===== config.mk =====
export PLATFORM = sky130hd
export DESIGN_NAME = ups_parity_status
export DESIGN_NICKNAME = d
export VERILOG_FILES = /design/src/ups_pkg.sv /design/src/ups_parity_status.sv
export SDC_FILE = /design/constraint.sdc
export NUM_CORES = 1
export LEC_CHECK = 0
export ABC_CLOCK_PERIOD_IN_PS = 5200
export BUFFER_PORTS_ARGS = -buffer_cell sky130_fd_sc_hd__buf_2
export CORE_UTILIZATION = 25
export DETAILED_ROUTE_END_ITERATION = 10
export GPL_TIMING_DRIVEN = 0
export PLACE_DENSITY_LB_ADDON = 0.25
export SLEW_MARGIN = 10
export SYNTH_ARGS = -nofsm -noshare
export SYNTH_HDL_FRONTEND = slang
export SYNTH_SLANG_ARGS = --single-unit

===== constraint.sdc =====
create_clock -name clock -period 5.2 [get_ports clock]
set_clock_uncertainty 0.2 [all_clocks]
set_input_delay 0.52 -clock clock [delete_from_list [all_inputs] [get_ports clock]]
set_output_delay 0.52 -clock clock [all_outputs]
set_load 0.02 [all_outputs]

===== src/ups_pkg.sv =====
// Package with the register map, field positions and carriers of the block.
// Functional notes
// - Frames: 8 data, 7 data+parity, 9 data, or 8 data+parity; one stop.
// - Parity covers low 7 or 8 data bits; even when odd-select 0, odd when 1.
// - With parity on, transmitted word MSB is replaced by the parity bit.
// - With parity on, mismatched received word sets parity fault, may interrupt.
// - Address-mark wake-up looks at the top data bit, never the parity bit.
// - Wait: enabled events wake. Halt: hold registers, stop serial, no wake.
// - One shared interrupt; each event needs its enable and a clear mask.
// - Transmit-empty, bit 7, sets on holding-to-shifter move; blocks transfers.
// - Transmit-done, bit 6, sets after data frames only; same clear as bit 7.
// - Receive-full, bit 5, sets when a word is readable; status then read clears.
// - Idle, bit 4, sets on idle line; not again until receive-full sets.
// - Overrun, bit 3, sets if word completes while full; holding kept.
// - Noise, bit 2, sets on noisy frame; no interrupt of its own.
// - Framing, bit 1, sets on framing fault; suppressed when overrun occurs.
// - Parity fault, bit 0, clears on status read then any data access.
// - Status reads c0 after reset.
// - Long words: control bit 7 takes ninth received bit, bit 6 gives ninth sent.
// - Low-power bit 5 stops prescalers and outputs after the current byte.
// - Control bit 4 picks 8 or 9 data bits; never changed mid-transfer.
// - Control bit 3 picks wake-up: 0 idle line, 1 address mark.
// - Control bit 2 enables parity; takes effect after the byte in progress.
// - Bit 1 odd/even, bit 0 parity interrupt; selection applies from next byte.
// - Receive interrupt enable gates overrun as well as receive-full.
package ups_pkg;

	// Register byte addresses on the bus.
	localparam logic [7:0] ADDR_STATUS = 8'h00;
	localparam logic [7:0] ADDR_DATA   = 8'h04;
	localparam logic [7:0] ADDR_CTRL1  = 8'h08;

	// Status register field positions.
	localparam int BIT_TXE   = 7;
	localparam int BIT_TXD   = 6;
	localparam int BIT_RXF   = 5;
	localparam int BIT_IDLE  = 4;
	localparam int BIT_OVR   = 3;
	localparam int BIT_NOISE = 2;
	localparam int BIT_FRAME = 1;
	localparam int BIT_PAR   = 0;

	// First control register field positions.
	localparam int CTL_RX9   = 7;
	localparam int CTL_TX9   = 6;
	localparam int CTL_LPOFF = 5;
	localparam int CTL_LONG  = 4;
	localparam int CTL_WAKE  = 3;
	localparam int CTL_PON   = 2;
	localparam int CTL_PODD  = 1;
	localparam int CTL_PIE   = 0;

	// Reset values.
	localparam logic [7:0] STATUS_RST = 8'hc0;
	localparam logic [7:0] CTRL1_RST  = 8'h00;

	// Frame format latched per direction at byte boundaries.
	typedef struct packed {
		logic longWord;
		logic parityOn;
		logic parityOdd;
	} ups_cfg_t;

	// Events from the receive shifter.
	typedef struct packed {
		logic       done;
		logic [8:0] word;
		logic       noise;
		logic       frameErr;
		logic       idle;
	} ups_rx_evt_t;

	// Events from the transmit shifter.
	typedef struct packed {
		logic load;
		logic frameDone;
		logic frameIsData;
	} ups_tx_evt_t;

	// Interrupt enables held in the second control register.
	typedef struct packed {
		logic txEmpty;
		logic txDone;
		logic rx;
		logic idle;
	} ups_irq_en_t;

	// Parity bit that completes the chosen parity over the low data bits.
	function automatic logic parityBit(input logic [8:0] w, input ups_cfg_t c);
		logic ones;
		ones = c.longWord ? ^w[7:0] : ^w[6:0];
		return ones ^ c.parityOdd;
	endfunction

endpackage


===== src/ups_parity_status.sv =====
// Parity, status flags and first control register of the serial interface.
//
// Added by the designer: the address map and the APB register port.
`timescale 1ns/1ps
module ups_parity_status (
	// Clock and reset.
	input  wire logic                 clock,
	input  wire logic                 sys_rst,
	// APB slave.
	input  wire logic                 psel,
	input  wire logic                 penable,
	input  wire logic                 pwrite,
	input  wire logic [7:0]           paddr,
	input  wire logic [31:0]          pwdata,
	output logic      [31:0]          prdata,
	output logic                      pready,
	output logic                      pslverr,
	// Transmit shifter side.
	input  wire ups_pkg::ups_tx_evt_t txEvt,
	input  wire logic                 txBusy,
	output logic      [8:0]           txWord,
	output logic                      txWordValid,
	// Receive shifter side.
	input  wire ups_pkg::ups_rx_evt_t rxEvt,
	input  wire logic                 rxBusy,
	output logic                      rxAddrMark,
	output logic                      wakeByAddr,
	// System and interrupt side.
	input  wire ups_pkg::ups_irq_en_t irqEn,
	input  wire logic                 irqMask,
	input  wire logic                 waitMode,
	input  wire logic                 haltMode,
	output logic                      irqReq,
	output logic                      wakeReq,
	output logic                      serialRun
);

	// Whole state of the block.
	typedef struct packed {
		logic [7:0]        status;
		logic [7:0]        ctrl;
		logic [7:0]        txHold;
		logic              holdFull;
		logic [7:0]        rxHold;
		ups_pkg::ups_cfg_t txCfg;
		ups_pkg::ups_cfg_t rxCfg;
		logic              armAny;
		logic              armRead;
		logic              idleArmed;
		logic [8:0]        txWord;
		logic              txValid;
		logic              addrMark;
		logic              irq;
		logic              wake;
		logic              run;
		logic              pready;
		logic              pslverr;
		logic [7:0]        prdata;
	} ups_state_t;

	ups_state_t s_r;
	ups_state_t s_nxt;

	logic apbDone;
	logic stAcc;
	logic dataWr;
	logic dataRd;
	logic ctrlWr;
	logic txClr;
	logic rxClr;
	logic parClr;
	logic rxMismatch;
	logic pending;
	ups_pkg::ups_cfg_t ctlCfg;

	// Bus decode; a transfer completes on the edge where pready is seen.
	assign apbDone = psel & penable & s_r.pready & ~s_r.pslverr;
	assign stAcc   = apbDone & (paddr == ups_pkg::ADDR_STATUS) & ~haltMode;
	assign dataWr  = apbDone & (paddr == ups_pkg::ADDR_DATA) & pwrite
		& ~haltMode;
	assign dataRd  = apbDone & (paddr == ups_pkg::ADDR_DATA) & ~pwrite
		& ~haltMode;
	assign ctrlWr  = apbDone & (paddr == ups_pkg::ADDR_CTRL1) & pwrite
		& ~haltMode;

	// Clear sequences complete only on a data access after a status access.
	assign txClr  = s_r.armAny & dataWr;
	assign rxClr  = s_r.armAny & dataRd;
	assign parClr = s_r.armRead & (dataWr | dataRd);

	// Live format requested by software in the control register.
	assign ctlCfg = '{longWord:  s_r.ctrl[ups_pkg::CTL_LONG],
	                  parityOn:  s_r.ctrl[ups_pkg::CTL_PON],
	                  parityOdd: s_r.ctrl[ups_pkg::CTL_PODD]};

	// Received word fails when its ones count disagrees with the selection.
	assign rxMismatch = s_r.rxCfg.longWord
		? ((^rxEvt.word[8:0]) != s_r.rxCfg.parityOdd)
		: ((^rxEvt.word[7:0]) != s_r.rxCfg.parityOdd);

	// Any enabled event; noise and framing stand behind receive-full.
	assign pending =
		(s_r.status[ups_pkg::BIT_TXE] & irqEn.txEmpty) |
		(s_r.status[ups_pkg::BIT_TXD] & irqEn.txDone) |
		((s_r.status[ups_pkg::BIT_RXF] | s_r.status[ups_pkg::BIT_OVR])
			& irqEn.rx) |
		(s_r.status[ups_pkg::BIT_IDLE] & irqEn.idle) |
		(s_r.status[ups_pkg::BIT_PAR] & s_r.ctrl[ups_pkg::CTL_PIE]);

	// Next state: clears are applied before sets so a status-bit set always wins.
	always_comb begin
		s_nxt = s_r;
		s_nxt.pready  = psel & ~penable;
		s_nxt.pslverr = 1'b0;
		s_nxt.prdata  = 8'h00;
		if (psel & ~penable) begin
			case (paddr)
				ups_pkg::ADDR_STATUS: s_nxt.prdata = s_r.status;
				ups_pkg::ADDR_DATA:   s_nxt.prdata = s_r.rxHold;
				ups_pkg::ADDR_CTRL1:  s_nxt.prdata = s_r.ctrl;
				default:              s_nxt.pslverr = 1'b1;
			endcase
		end
		// Halt freezes every register except the bus answer and the request, wake-up and run flags set below.
		if (!haltMode) begin
			if (txClr) begin
				s_nxt.status[ups_pkg::BIT_TXE] = 1'b0;
				s_nxt.status[ups_pkg::BIT_TXD] = 1'b0;
			end
			if (rxClr) begin
				s_nxt.status[ups_pkg::BIT_RXF]   = 1'b0;
				s_nxt.status[ups_pkg::BIT_IDLE]  = 1'b0;
				s_nxt.status[ups_pkg::BIT_OVR]   = 1'b0;
				s_nxt.status[ups_pkg::BIT_NOISE] = 1'b0;
				s_nxt.status[ups_pkg::BIT_FRAME] = 1'b0;
			end
			if (parClr) begin
				s_nxt.status[ups_pkg::BIT_PAR] = 1'b0;
			end
			// Any data access ends the armed sequence; a status access starts it.
			if (dataWr | dataRd) begin
				s_nxt.armAny  = 1'b0;
				s_nxt.armRead = 1'b0;
			end
			if (stAcc) begin
				s_nxt.armAny  = 1'b1;
				s_nxt.armRead = ~pwrite;
			end
			// Bit 7 is hardware-owned; software cannot forge a ninth bit.
			if (ctrlWr) begin
				s_nxt.ctrl = {s_r.ctrl[ups_pkg::CTL_RX9], pwdata[6:0]};
			end
			if (dataWr) begin
				s_nxt.txHold   = pwdata[7:0];
				s_nxt.holdFull = 1'b1;
			end
			// Holding register moves to the shifter.
			if (txEvt.load && s_r.txValid) begin
				s_nxt.status[ups_pkg::BIT_TXE] = 1'b1;
				s_nxt.holdFull = 1'b0;
			end
			// Preamble and break frames leave transmit-done alone.
			if (txEvt.frameDone && txEvt.frameIsData) begin
				s_nxt.status[ups_pkg::BIT_TXD] = 1'b1;
			end
			// Completed received word.
			if (rxEvt.done) begin
				if (s_nxt.status[ups_pkg::BIT_RXF]) begin
					s_nxt.status[ups_pkg::BIT_OVR] = 1'b1;
				end else begin
					s_nxt.rxHold = rxEvt.word[7:0];
					s_nxt.status[ups_pkg::BIT_RXF] = 1'b1;
					s_nxt.idleArmed = 1'b1;
					if (s_r.rxCfg.longWord) begin
						s_nxt.ctrl[ups_pkg::CTL_RX9] = rxEvt.word[8];
					end
					if (rxEvt.noise) begin
						s_nxt.status[ups_pkg::BIT_NOISE] = 1'b1;
					end
					if (rxEvt.frameErr) begin
						s_nxt.status[ups_pkg::BIT_FRAME] = 1'b1;
					end
					if (s_r.rxCfg.parityOn && rxMismatch) begin
						s_nxt.status[ups_pkg::BIT_PAR] = 1'b1;
					end
				end
				// Top data bit, which sits below the parity bit when parity is on.
				case ({s_r.rxCfg.longWord, s_r.rxCfg.parityOn})
					2'b00:   s_nxt.addrMark = rxEvt.word[7];
					2'b01:   s_nxt.addrMark = rxEvt.word[6];
					2'b10:   s_nxt.addrMark = rxEvt.word[8];
					default: s_nxt.addrMark = rxEvt.word[7];
				endcase
			end
			// Idle is reported once per received burst.
			if (rxEvt.idle && s_r.idleArmed) begin
				s_nxt.status[ups_pkg::BIT_IDLE] = 1'b1;
				s_nxt.idleArmed = 1'b0;
			end
			// Format changes reach each direction only between bytes.
			if (!txBusy) begin
				s_nxt.txCfg = ctlCfg;
			end
			if (!rxBusy) begin
				s_nxt.rxCfg = ctlCfg;
			end
			// Outgoing word with ninth bit and parity inserted at the MSB.
			s_nxt.txWord = {1'b0, s_r.txHold};
			if (s_r.txCfg.longWord) begin
				s_nxt.txWord[8] = s_r.ctrl[ups_pkg::CTL_TX9];
			end
			if (s_r.txCfg.parityOn && s_r.txCfg.longWord) begin
				s_nxt.txWord[8] = ups_pkg::parityBit({1'b0, s_r.txHold},
					s_r.txCfg);
			end else if (s_r.txCfg.parityOn) begin
				s_nxt.txWord[7] = ups_pkg::parityBit({1'b0, s_r.txHold},
					s_r.txCfg);
			end
			// No hand-over to the shifter while transmit-empty stands.
			s_nxt.txValid = s_nxt.holdFull
				& ~s_nxt.status[ups_pkg::BIT_TXE];
		end
		// Shared request and wake-up; halt never wakes.
		s_nxt.irq  = pending & ~irqMask;
		s_nxt.wake = pending & waitMode & ~haltMode;
		// Low-power stopping waits for the shifters so the last byte is not cut; halt stops at once.
		if (haltMode) begin
			s_nxt.run = 1'b0;
		end else if (!s_r.ctrl[ups_pkg::CTL_LPOFF]) begin
			s_nxt.run = 1'b1;
		end else if (!txBusy && !rxBusy) begin
			s_nxt.run = 1'b0;
		end
	end

	// State register with synchronous reset.
	always_ff @(posedge clock) begin
		if (sys_rst) begin
			s_r           <= '0;
			s_r.status    <= ups_pkg::STATUS_RST;
			s_r.ctrl      <= ups_pkg::CTRL1_RST;
			s_r.run       <= 1'b1;
		end else begin
			s_r <= s_nxt;
		end
	end

	// Outputs, all taken directly from state flip-flops.
	assign prdata      = {24'h000000, s_r.prdata};
	assign pready      = s_r.pready;
	assign pslverr     = s_r.pslverr;
	assign txWord      = s_r.txWord;
	assign txWordValid = s_r.txValid;
	assign rxAddrMark  = s_r.addrMark;
	assign wakeByAddr  = s_r.ctrl[ups_pkg::CTL_WAKE];
	assign irqReq      = s_r.irq;
	assign wakeReq     = s_r.wake;
	assign serialRun   = s_r.run;
endmodule


# Word-level counts from Yosys, hierarchy flattened
# Cells that the tools add are included.
totals:
  ff_bits: 66
  inputBits: 70
  output_inout_bits: 49
  elab_cells: 142
classes:
  eq_ne: 8
  n_mux: 36
  n_bitwise: 43
  reduce_logical: 29
ops:
  columns: ["operator", "count"]
  rows:
  - ["1-bit 2-to-1 mux", 27]
  - ["1-bit bitwise AND", 26]
  - ["8-bit one-hot mux with 3 select lines", 1]
  - ["2-bit AND reduction", 8]
  - ["8-bit parity", 2]
  - ["5-bit 2-to-1 mux", 3]
  - ["1-bit inverter", 10]
  - ["9-bit parity", 1]
  - ["8-bit by 3-bit == test with 1-bit output, second input constant", 1]
  - ["8-bit by 4-bit == test with 1-bit output, second input constant", 1]
  - ["8-bit logical NOT", 1]
  - ["7-bit parity", 1]
  - ["1-bit logical AND", 6]
  - ["2-bit 2-to-1 mux", 3]
  - ["1-bit bitwise OR", 6]
  - ["3-bit AND reduction", 2]
  - ["2-bit nonzero test", 3]
  - ["4-bit 2-to-1 mux", 1]
  - ["3-bit by 2-bit inequality test with 1-bit output, second input constant", 1]
  - ["3-bit nonzero test", 1]
  - ["3-bit OR reduction", 1]
  - ["2-bit by 1-bit == test with 1-bit output, second input constant", 1]
  - ["2-bit == test, second input constant", 1]
  - ["1-bit logical NOT", 2]
  - ["other kinds (5)", 6]

# Logic depth before layout (Yosys ltp)
# Gate-level depths: netlist of run 1.
depth:
  word_depth: 12
  depth_mapped: 7
  ltp_nobuf: 6

# Worst setup path before layout of run 1
# Ideal clock, no wire load.
synth_path:
  path_kind: "input-to-reg"
  from: "in pwrite"
  to: "reg s_r[35] (netlist name)"
  setup_ps: 128
  t_arrival_ps: 1613
  path_slack_ps: 3260
  stages: 6
  path_cell_list: "and4bb_2 > nand4_2 > a21oi_4 > buf_6 > mux2i_1 > nor2_1"
synth_via:
  elab_chain_len: 8
synth_lines:
  columns: ["item", "line_no", "text"]
  rows:
  - ["from (decl)", "ups_parity_status.sv:12", "input wire logic pwrite,"]
  - ["1-bit inverter", "ups_parity_status.sv:81", "assign dataRd = apbDone & (paddr == ups_pkg::ADDR_DATA) & ~pwrite"]
  - ["1-bit bitwise AND", "ups_parity_status.sv:81", null]
  - ["1-bit bitwise AND", "ups_parity_status.sv:82", "& ~haltMode;"]
  - ["1-bit bitwise AND", "ups_parity_status.sv:88", "assign rxClr = s_r.armAny & dataRd;"]
  - ["5-bit 2-to-1 mux", "ups_parity_status.sv:130", "if (rxClr) begin"]
  - ["5-bit 2-to-1 mux", "ups_parity_status.sv:125", "if (!haltMode) begin"]
  - ["1-bit inverter (no line)", null, null]
  - ["3-bit AND reduction (no line)", null, null]
  - ["to (signal assigned)", "ups_parity_status.sv:244", "s_r <= s_nxt;"]
  - ["to (decl)", "ups_parity_status.sv:61", "ups_state_t s_r;"]
# Every way passes these cells. The select of a mux whose other input is x is not followed.
# A chain may end at the register's enable or synchronous reset.

# Worst setup path in the final report of run 1
layout_path:
  from: "reg s_r[26] (netlist name)"
  to: "reg s_r[36] (netlist name)"
layout_via:
  elab_chain_len: 5
layout_lines:
  columns: ["item", "line_no"]
  rows:
  - ["1-bit bitwise AND", "ups_parity_status.sv:88"]
  - ["5-bit 2-to-1 mux", "ups_parity_status.sv:130"]
  - ["5-bit 2-to-1 mux", "ups_parity_status.sv:125"]
  - ["1-bit inverter (no line)", null]
  - ["3-bit AND reduction (no line)", null]
# Every way passes these cells. The select of a mux whose other input is x is not followed.

==> flow_summary_export.csv, run 1 <==
group,metric,value,unit
cts,cts-resized-gates,0,
finish,stdcell_count,629,
pwr,swShare,23.55,%
detailed_routing,pre_repair_dr_iteration_count,4,
global_routing,first_pass_grt_wire_length,12700,um
detailed_routing,post-route-drc-count,0,
critical_path,cp.required,5.19,ns
yosys,synth-edff-count,0,
critical_path,worstSetupStartpointType,"flip-flop",
pwr,power-per-cell-area,298.2,nW/um^2
worst_hold_path,hold_path_depth,2,
finish,leading_cell_types_in_the_layout_fill_and_taps_excluded,"73 x buf_2, 66 x dfxtp_1, 52 x nor2_1",
pwr,seqPwrFrac,42.9,%
critical_path,worst_ep_arrival,2.00,ns
pwr,internal-power,924.9,uW
cts,cts.path.max_buffers,2,
yosys,synth-async-reset-ratio,0,%
cts,clock_tree_from_tritoncts,"done",
outcome,run_status,"complete, no violations",
place,place.detailed.instances,613,
place,dp_hpwl,6185,um
global_routing,grt.busiest_layer,"met2",
cts,worstSkewPairLatency,0.33,ns
yosys,synth.largest_area_cell,"dfxtp_1",
timing,max_freq,498.1,MHz
place,post_dp_cell_area,3772,sq um
critical_path,ff2ff_setup_slack,3.19,ns
finish,flow.area_growth_from_synthesis,29.78,%
critical_path,worstRegToRegCells,6,
finish,postLayoutCellArea,4056,sq um
timing,slew_violations,0,
die,core,12110,sq um
pwr,power_frac_clock,47.1,%
finish,insertedDiodeCount,0,
critical_path,worst_r2r_endpoint,"s_r[36]$_SDFFE_PP0P_",
yosys,post_synth.cell_area_avg,8.879,sq um
critical_path,timing.critical_path.to,"s_r[36]$_SDFFE_PP0P_",
place,placement.setup.worst_slack,2.861,ns
finish,seqCellArea,1321,sq um
yosys,synth_cells,352,
die,fp.dieW,113.8,um
timing,min_period_over_period,38.61,%
global_routing,grt_util_met1,15.93,%
critical_path,crit_start,"s_r[26]$_SDFFE_PP0P_",
critical_path,crit_path_max_fanout,10,
yosys,synth.top_cells.by_area,"dfxtp_1 42%, mux2i_1 10%, buf_4 10%",
pwr,comb_power_share,10.0,%
cts,tritoncts.num_buffers,9,
detailed_routing,routed_wire_length_per_instance,12.59,um
finish,final_layout_size_suffix_gt1_share,30.80,%
timing,worst_pin_slew,0.5998,ns
detailed_routing,drt_wl_total,7917,um
detailed_routing,dr_total_vias,2604,
timing,finalHoldViolCount,0,
yosys,yosys_synthesis_warning_count,0,
global_routing,globalRoute.totalOverflow,0,
yosys,synthesis.area,3125,sq um
global_routing,grt_start_max_net_pins,11,
cts,clock-root-buffer,"clkbuf_16",
place,globalplace.congestion,0.7513,
timing,finalWorstPathRequiredPeriod,2.008,ns
critical_path,reg2reg_from,"s_r[26]$_SDFFE_PP0P_",
global_routing,globalRouteMet2Util,21.34,%
global_routing,vias_in_the_first_global_route,2485,
finish,layout.nets,528,
detailed_routing,ant_nets,0,
timing,timing.slew.headroom,60.01,%
timing,worst_slack,3.192,ns
cts,clk_pin_slew_worst_paths,0.05,ns
cts,cts_hold_repair.buffers,0,
die,start_util,25.81,%
die,ios,119,
finish,final_common_cell,"buf_2",
timing,report.final.setup_viol,0,
critical_path,cp_class,"reg -> reg",
pwr,power.net_switching,284.9,uW
global_routing,grt_use_total,12.77,%
global_routing,antenna_found_initial,0,
worst_hold_path,hold_path_class,"in -> reg",
die,chipHeight,113.8,um
cts,postCtsSetupBuffers,0,
finish,fillers,1306,
pwr,leakage,1.842,nW
pwr,vdd.ir_drop.worst,134.9,uV
yosys,ys_seq_area_share,42.27,%
job,max_cap_violations,0,
finish,multi_input_comb_area,1485,sq um
die,core.rowCount,40,
yosys,synth.lib_cells_used.distinct,45,
timing,unrepaired_setup_endpoints_after_global_routing,"no",
cts,numClockSinks,66,
die,fp.dieArea,12950,sq um
detailed_routing,dr.first_iter.drc_count,100,
yosys,postSynthRegisterBits,66,
yosys,yosys_most_used_dff,"dfxtp_1",
cts,htreeDepth,3,
place,number_of_buffers_added_on_ports,70,
timing,fin_setup_tns,0,ns
yosys,synth.top_cell.area_share,42.27,%
detailed_routing,avgViaCountPerCell,4.140,
global_routing,grt_util_met3,3.773,%
critical_path,critical_path.endpoint_type,"flip-flop",
stage by stage:
stage               utilization [%]  hold WS [ns]  total power [mW]
floorplan                         -        0.2302            0.6080
global placement              31.15        0.2459            0.6497
detailed placement            31.15        0.2550            0.6506
CTS                           33.49        0.1388             1.219
global route                  33.49        0.1392             1.256
finish                        33.49        0.1421             1.210
power groups by stage:
stage	Sequential [mW]	Clock [mW]	Combinational (mW)
after global placement	0.529	0	0.120
final	0.519	0.570	0.121
after CTS	0.519	0.578	0.122
after detailed placement	0.530	0	0.121
after floorplan	0.531	0	0.0770
after global routing	0.519	0.604	0.132
state kept, by name (all words and copies together) (netlist names):
name,cells
irqReq,1
serialRun,1
wakeByAddr,1
pslverr,1
wakeReq,1
prdata,8
s_r,38
pready,1
txWordValid,1
txWord,9
rxAddrMark,1
ctlCfg,3
cell usage after synthesis (2+ instances only):
library cell,instances
dfxtp_1,66
nor2_1,52
buf_4,42
nand2_1,35
mux2i_1,32
a21oi_1,30
xnor2_1,13
o21ai_0,9
clkbuf_1,6
a22oi_1,5
inv_1,5
nor2b_1,5
nand3_1,4
xor2_1,4
and3_1,3
buf_1,3
buf_2,3
a211oi_1,2
a31o_2,2
a31oi_1,2
buf_6,2
ha_1,2
nand4_1,2
nor3b_1,2
worst max-delay path, cell delays in order (launching register included):
cell	delay (ns)
dfxtp_1	0.40
and4bb_2	0.30
nand4_2	0.19
a21oi_4	0.30
buf_6	0.20
mux2i_1	0.22
nor2_1	0.06
final cells by class:
type | count | share of cell area [%]
timing repair buffer | 70 | 8.637
clock inverter | 2 | 0.2468
tap | 168 | 5.182
sequential | 66 | 32.57
inverter | 5 | 0.4627
multi-input combinational | 248 | 36.61
buffer | 56 | 9.531
clock buffer | 14 | 6.755
cells by family (layout without fill, tap and decap cells):
family                     Yosys count  after routing  synth area share [%]
and+or+nand+nor                    115            115                 17.41
DFF                                 66             66                 42.27
buffers and inverters               61            147                 12.97
AOI/OAI and AO/OA                   58             58                 11.41
muxes                               32             32                 10.25
xor gates and xnor gates            17             17                 4.764
adders and majority gates            2              2                0.8005
other                                1             24                0.1200
worst min path at each step:
stage,to,startpoint
final,irqReq$_SDFF_PP0_,irqMask
after global routing,irqReq$_SDFF_PP0_,irqMask
after CTS,irqReq$_SDFF_PP0_,irqMask
after detailed placement,s_r[41]$_SDFFE_PP0N_,s_r[41]$_SDFFE_PP0N_
after global placement,s_r[41]$_SDFFE_PP0N_,s_r[41]$_SDFFE_PP0N_
after floorplan,s_r[64]$_SDFFE_PP1P_,s_r[64]$_SDFFE_PP1P_
layer usage:
| layer | up-vias | part of all wire [%] |
|---|---|---|
| met2 | 73 | 46 |
| met5 | - | 0 |
| met3 | 10 | 5.4 |
| met1 | 1189 | 48 |
| li1 | 1332 | - |
| met4 | 0 | 1.1 |
(Power assumes the default switching activity.)
==> run 2, diff against run 1 <==
Settings changed: ABC_AREA set to 1, ABC_CLOCK_PERIOD_IN_PS 5200 to 2000.
Clock period 5.2 ns to 2 ns, I/O delays scaled along.
==> run 2 against run 1 <==
Compared with the run above:
- the flow now finishes with violations (negative hold slack)
- first-iteration DRC count grew 100%
- sequential share of layout area shrank 2.9 points
- worst hold slack lost 0.15 ns
- core utilization grew 1.4 points
- design area grew 9.8%
- wire length grew 17%
- clock power grew to 2.7 times the previous value
- register-to-register slack lost 3.0 ns
- combinational power grew to 3.5 times the previous value
- maximum frequency grew 12%
- largest power group unchanged
- highest routed layer unchanged
==> flow_summary_export.csv, run 2 <==
group,metric,value,unit
finish,final_layout_size_suffix_gt1_share,23.91,%
cts,numClockSinks,66,
yosys,synth_simple_gate_area_share,24.76,%
timing,max_freq,555.5,MHz
detailed_routing,pre_repair_dr_iteration_count,6,
cts,postCtsSetupBuffers,0,
place,post_dp_cell_area,3973,sq um
finish,largest_reg_flops,38,
die,core.rowCount,41,
critical_path,worst_path_cell_with_the_longest_stage_delay,"dfxtp_1",
global_routing,antenna_found_initial,0,
critical_path,worst_ep_arrival,1.79,ns
cts,htreeDepth,3,
die,fp.dieW,117.3,um
timing,worst_pin_slew,0.5599,ns
outcome,run_status,"finished, violations left",
yosys,synth.top_cell.area_share,39.79,%
critical_path,crit_path_max_fanout,10,
timing,finalHoldViolCount,1,
die,start_util,26.00,%
timing,min_period_over_period,90.00,%
yosys,synth.lib_cells_used.distinct,33,
pwr,total_power,3.337,mW
job,max_cap_violations,0,
global_routing,grt_start_max_net_pins,12,
cts,worstSkewPairLatency,0.33,ns
pwr,power-per-cell-area,749.3,nW/um^2
pwr,swShare,25.38,%
critical_path,slowest_delay,0.32,ns
timing,worst_hold_slack,-0.003623,ns
yosys,synth_adder_area_share,0.7536,%
pwr,power_frac_clock,46.1,%
cts,tritoncts.num_buffers,9,
detailed_routing,drt_wl_total,9244,um
finish,final_common_cell,"nand2_1",
timing,report.final.setup_viol,0,
critical_path,crit_family,"simple AND/OR/NAND/NOR gates",
finish,layout.nets,665,
outcome,violated_checks,"negative hold slack",
critical_path,cp.required,1.99,ns
yosys,synth.top_cells.by_area,"dfxtp_1 40%, nand2_1 11%, buf_4 9.3%",
place,globalplace.congestion,0.8176,
yosys,synth_cells,470,
global_routing,first_pass_grt_wire_length,14750,um
pwr,seqPwrFrac,41.3,%
yosys,synth-async-reset-ratio,0,%
finish,fillers,1365,
timing,slew_violations,0,
detailed_routing,ant_nets,0,
yosys,synth_compound_gate_area_share,16.84,%
yosys,synth_top_cells_by_count,"100 x nand2_1, 66 x dfxtp_1, 52 x nor2_1",
die,fp.dieArea,13750,sq um
cts,clock-root-buffer,"clkbuf_16",
yosys,mux_share_of_post_synthesis_cell_area,0,%
die,chipHeight,117.3,um
global_routing,vias_in_the_first_global_route,3035,
place,dp_hpwl,7276,um
timing,fin_setup_tns,0,ns
yosys,synth_top_family_by_area,"simple AND/OR/NAND/NOR gates",
detailed_routing,dr_total_vias,3260,
pwr,vdd.ir_drop.worst,328.0,uV
finish,flow.area_growth_from_synthesis,34.14,%
detailed_routing,dr.first_iter.drc_count,200,
yosys,yosys_most_used_dff,"dfxtp_1",
detailed_routing,routed_wire_length_per_instance,12.01,um
finish,leading_cell_types_in_the_layout_fill_and_taps_excluded,"99 x nand2_1, 73 x buf_2, 66 x dfxtp_1",
cts,clk_pin_slew_worst_paths,0.06,ns
place,number_of_buffers_added_on_ports,70,
critical_path,worst-path-buf-inv,1,
cts,cts.path.max_buffers,2,
yosys,synth.largest_area_cell,"dfxtp_1",
pwr,power.net_switching,847.1,uW
global_routing,globalRoute.totalOverflow,0,
timing,timing.slew.headroom,62.67,%
critical_path,crit_chain,"nand2_1, nor2_1, nand3_1, nor2_1, nand2_2, buf_2, o21ai_1, nand3_1",
pwr,internal-power,2.490,mW
finish,top_register,"s_r",
detailed_routing,post-route-drc-count,0,
yosys,yosys_synthesis_warning_count,0,
pwr,leakage,2.123,nW
timing,unrepaired_setup_endpoints_after_global_routing,"no",
critical_path,worstSetupStartpointType,"flip-flop",
die,core,12770,sq um
die,ios,119,
pwr,comb_power_share,12.6,%
detailed_routing,avgViaCountPerCell,4.234,
critical_path,cp_class,"reg -> reg",
yosys,postSynthRegisterBits,66,
critical_path,critical_path.endpoint_type,"flip-flop",
yosys,synthesis.area,3321,sq um
finish,postLayoutCellArea,4454,sq um
finish,insertedDiodeCount,0,
worst_hold_path,hold_path_class,"in -> reg",
cts,clock_tree_from_tritoncts,"done",
yosys,post_synth.cell_area_avg,7.065,sq um
timing,finalWorstPathRequiredPeriod,1.800,ns
timing,worst_slack,0.2000,ns
yosys,ys_seq_area_share,39.79,%
yosys,synth_xor_xnor_area_share,0.7913,%
yosys,synth-edff-count,0,
yosys,synth.most_common_cell,"nand2_1",
global_routing,grt_use_total,14.30,%
place,placement.setup.worst_slack,0.01435,ns
## run 2: cell count changes in the layout (fill, tap and decap cells not counted), sizes merged, moves of 12 or more
cell,previous run,this run
mux2i,32,0
dlygate4sd3,0,19
a21oi,32,49
inv,5,53
xnor2,13,1
o21ai,9,49
nand2,35,103
nand3,4,25
## run 2: metal layers
layer	wire length, um	share of wire [%]	global-route usage [%]	up-vias
li1	-	-	-	1689
met5	0	0	0	-
met4	181	2.0	6.329	0
met1	4430	48	18.00	1474
met2	4197	45	23.41	83
met3	435	4.7	3.141	14
## run 2: path summary, 6_finish.rpt
path	slack, ns	endpoint	cells past startpoint	from
hold / removal	-0.004	s_r[65]$_SDFFE_PP1N_	3	sys_rst
hold reg to reg	0.27	s_r[59]$_SDFFE_PP0N_	2	s_r[59]$_SDFFE_PP0N_
setup / recovery	0.20	s_r[64]$_SDFFE_PP1P_	8	pready$_SDFF_PP0_
setup reg to reg	0.20	s_r[64]$_SDFFE_PP1P_	8	pready$_SDFF_PP0_
## run 2: area by class of cell
class / count / area [sq um] / area share, %
buffer: 52 / 361.6 / 8.118
timing repair buffer: 89 / 540.5 / 12.13
inverter: 54 / 202.7 / 4.551
tap: 172 / 215.2 / 4.831
multi-input combinational: 321 / 1525 / 34.24
clock buffer: 11 / 232.7 / 5.225
sequential: 66 / 1321 / 29.66
clock inverter: 5 / 55.05 / 1.236
## run 2: cell families (layout without fill, tap and decap cells)
logic type      Yosys count  after routing
flops                    66             66
xor+xnor                  3              3
buf+inv                 106            211
other cells               1             24
fa+ha+maj                 2              2
compound gates          106            106
simple gates            186            186
## run 2: metrics by stage
stage | instances | util [%]
6_report | 770 | 34.87
2_1_floorplan | 493 | -
4_1_cts | 770 | 34.84
3_5_place_dp | 735 | 31.10
3_3_place_gp | 735 | 31.10
5_1_grt | 770 | 34.87
## run 2: timing repair
action / CTS / global route
endpoints found under the hold margin: 21 / 0
hold buffers: 19 / 0
endpoints found under the setup margin: 0 / 3
gates resized for setup: 0 / 3
## run 2: worst register-to-register path, cell delays in order (launching register included)
cell and delay [ns]:
dfxtp_1 0.32, nand2_1 0.10, nor2_1 0.12, nand3_1 0.08
nor2_1 0.20, nand2_2 0.18, buf_2 0.23, o21ai_1 0.14
nand3_1 0.08
## run 2: power groups by stage
stage / clock [mW] / sequential [mW] / combinational [mW]
finish: 1.54 / 1.38 / 0.419
CTS: 1.56 / 1.38 / 0.421
floorplan: 0 / 1.41 / 0.259
detailed placement: 0 / 1.41 / 0.392
global placement: 0 / 1.41 / 0.387
global route: 1.63 / 1.38 / 0.471
==> run 3, diff against run 2 <==
Settings changed: CORE_UTILIZATION 25 to 42, PLACE_DENSITY_LB_ADDON 0.25 to 0.08.
==> run 3 against run 2 <==
Compared with the run above:
- maximum frequency decreased by 2.9%
- largest cell class unchanged
- the flow now finishes without violations
- combinational power up 2%
- via count rose by 0.12%
- sequential cell count unchanged
- final cell count down 7.9%
- sequential power about the same
- clock power down 31%
- design area down 2.1%
- worst setup slack lost 0.054 ns
- non-clock buffer count rose by 9
- power fell by 14%
==> flow_summary_export.csv, run 3 (same netlist as run 2, synthesis figures left out) <==
group,metric,value,unit
global_routing,antenna_found_initial,0,
die,chipHeight,90.92,um
cts,numClockSinks,66,
finish,insertedDiodeCount,0,
die,ios,119,
timing,fin_setup_tns,0,ns
finish,flow.area_growth_from_synthesis,31.39,%
pwr,leakage,2.113,nW
timing,slew_violations,0,
detailed_routing,routed_wire_length_per_instance,11.98,um
pwr,vdd.ir_drop.worst,335.9,uV
detailed_routing,pre_repair_dr_iteration_count,5,
job,max_cap_violations,0,
timing,finalHoldViolCount,0,
worst_hold_path,hold_path_class,"in -> reg",
place,number_of_buffers_added_on_ports,70,
finish,largest_reg_flops,38,
critical_path,crit_path_max_fanout,10,
finish,fillers,768,
die,core.rowCount,32,
worst_hold_path,hold_path_depth,3,
detailed_routing,drt_wl_total,8497,um
detailed_routing,post-route-drc-count,0,
cts,clk_pin_slew_worst_paths,0.07,ns
die,fp.dieArea,8266,sq um
timing,report.final.setup_viol,0,
finish,seqCellArea,1321,sq um
finish,stdcell_count,709,
critical_path,ff2ff_setup_slack,0.26,ns
global_routing,grt_use_total,21.69,%
timing,timing.slew.headroom,61.29,%
critical_path,cp_common_cell,"nand2_4",
cts,clock_tree_from_tritoncts,"done",
finish,layout.nets,674,
cts,clock-root-buffer,"clkbuf_8",
die,fp.dieW,90.92,um
place,dp_hpwl,6325,um
critical_path,worstRegToRegCells,8,
timing,finalWorstPathRequiredPeriod,1.854,ns
detailed_routing,dr_total_vias,3264,
cts,htreeDepth,3,
cts,postCtsSetupBuffers,0,
critical_path,worstSetupStartpointType,"primary input",
critical_path,cp.required,2.03,ns
critical_path,slowest_delay,0.52,ns
cts,cts.path.max_buffers,2,
critical_path,worst-path-buf-inv,3,
global_routing,first_pass_grt_wire_length,13920,um
timing,min_period_over_period,92.71,%
finish,multi_input_comb_area,1528,sq um
finish,top_register,"s_r",
critical_path,crit_family,"simple AND/OR/NAND/NOR gates",
die,core,7687,sq um
global_routing,globalRoute.totalOverflow,0,
timing,max_freq,539.3,MHz
timing,unrepaired_setup_endpoints_after_global_routing,"no",
cts,worstSkewPairLatency,0.35,ns
detailed_routing,avgViaCountPerCell,4.604,
finish,final_layout_size_suffix_gt1_share,23.89,%
global_routing,grt_start_max_net_pins,12,
outcome,run_status,"complete, no violations",
critical_path,cp_class,"in -> reg",
place,place.detailed.instances,665,
cts,tritoncts.num_buffers,9,
finish,fin_util,56.75,%
detailed_routing,dr.first_iter.drc_count,185,
finish,leading_cell_types_in_the_layout_fill_and_taps_excluded,"99 x nand2_1, 73 x buf_2, 66 x dfxtp_1",
critical_path,crit_chain,"dlygate4sd3_1, buf_2, nand2_1, nor3_4, nand3_4, nand2_4, nand2_4, buf_6, o21ai_1, nor2_1",
finish,final_common_cell,"nand2_1",
pwr,power-per-cell-area,656.1,nW/um^2
place,globalplace.congestion,0.8772,
critical_path,critical_path_depth,10,
critical_path,worst_ep_arrival,1.88,ns
global_routing,vias_in_the_first_global_route,2928,
timing,worst_pin_slew,0.5807,ns
detailed_routing,ant_nets,0,
critical_path,critical_path.endpoint_type,"flip-flop",
critical_path,worst_path_cell_with_the_longest_stage_delay,"dlygate4sd3_1",
die,start_util,43.20,%
## run 3: changes by cell type in the layout (fill, tap and decap cells not counted)
cell	before	now
nor2_2	0	1
clkinv_2	2	0
nor2_1	52	51
clkbuf_1	8	7
bufinv_16	1	0
clkinvlp_4	2	3
dlygate4sd3_1	19	28
clkbuf_16	9	0
clkbuf_8	0	12
## run 3: final cells by class
cell class / count / share of cell area, %
sequential: 66 / 30.28
clock inverter: 3 / 0.5162
multi-input combinational: 321 / 35.02
timing repair buffer: 98 / 14.45
inverter: 54 / 4.646
buffer: 52 / 8.288
tap: 102 / 2.925
clock buffer: 13 / 3.872
## run 3: routing by layer
layer / track usage (%) / part of all wire (%)
met1: 29.68 / 49
met2: 33.33 / 44
met3: 4.714 / 5.5
met4: 8.201 / 1.7
met5: 0 / 0
## run 3: timing repair
action | CTS | global route
setup endpoints to repair | 0 | 7
gates resized for setup | 0 | 4
endpoints found under the hold margin | 35 | 0
hold buffers | 28 | 0
## run 3: report_power, final
part | switching [mW] | total [mW] | leakage, nW | internal, mW
sequential | 0.0239 | 1.38 | 0.537 | 1.35
clock | 0.506 | 1.06 | 0.0879 | 0.552
combinational | 0.241 | 0.428 | 1.49 | 0.186
total | 0.771 | 2.86 | 2.11 | 2.09
## run 3: worst register-to-register path, cell delays in order (launching register included)
cell	delay, ns
dfxtp_1	0.35
nand2_1	0.11
nor3_4	0.29
nand3_4	0.19
nand2_4	0.11
nand2_4	0.07
buf_6	0.15
o21ai_1	0.11
nor2_1	0.06
## run 3: final timing paths
check / from / to
setup / recovery: penable / s_r[33]$_SDFFE_PP0P_
hold / removal: rxEvt[7] / s_r[37]$_SDFFE_PP0P_
setup reg to reg: pready$_SDFF_PP0_ / s_r[33]$_SDFFE_PP0P_
hold reg to reg: s_r[35]$_SDFFE_PP0P_ / s_r[35]$_SDFFE_PP0P_
## run 3: per-stage QoR
stage          setup WS (ns)  instance area, sq um  hold WS [ns]  total power, mW
2_1_floorplan         0.2646                  3407       0.07238            1.668
3_3_place_gp         0.06821                  3885        0.1565            1.784
3_5_place_dp         0.07641                  3885        0.1578            1.790
4_1_cts              0.05789                  4357     0.0005844            2.883
5_1_grt              0.02324                  4363       0.01436            3.003
6_report              0.1459                  4363      0.005775            2.862
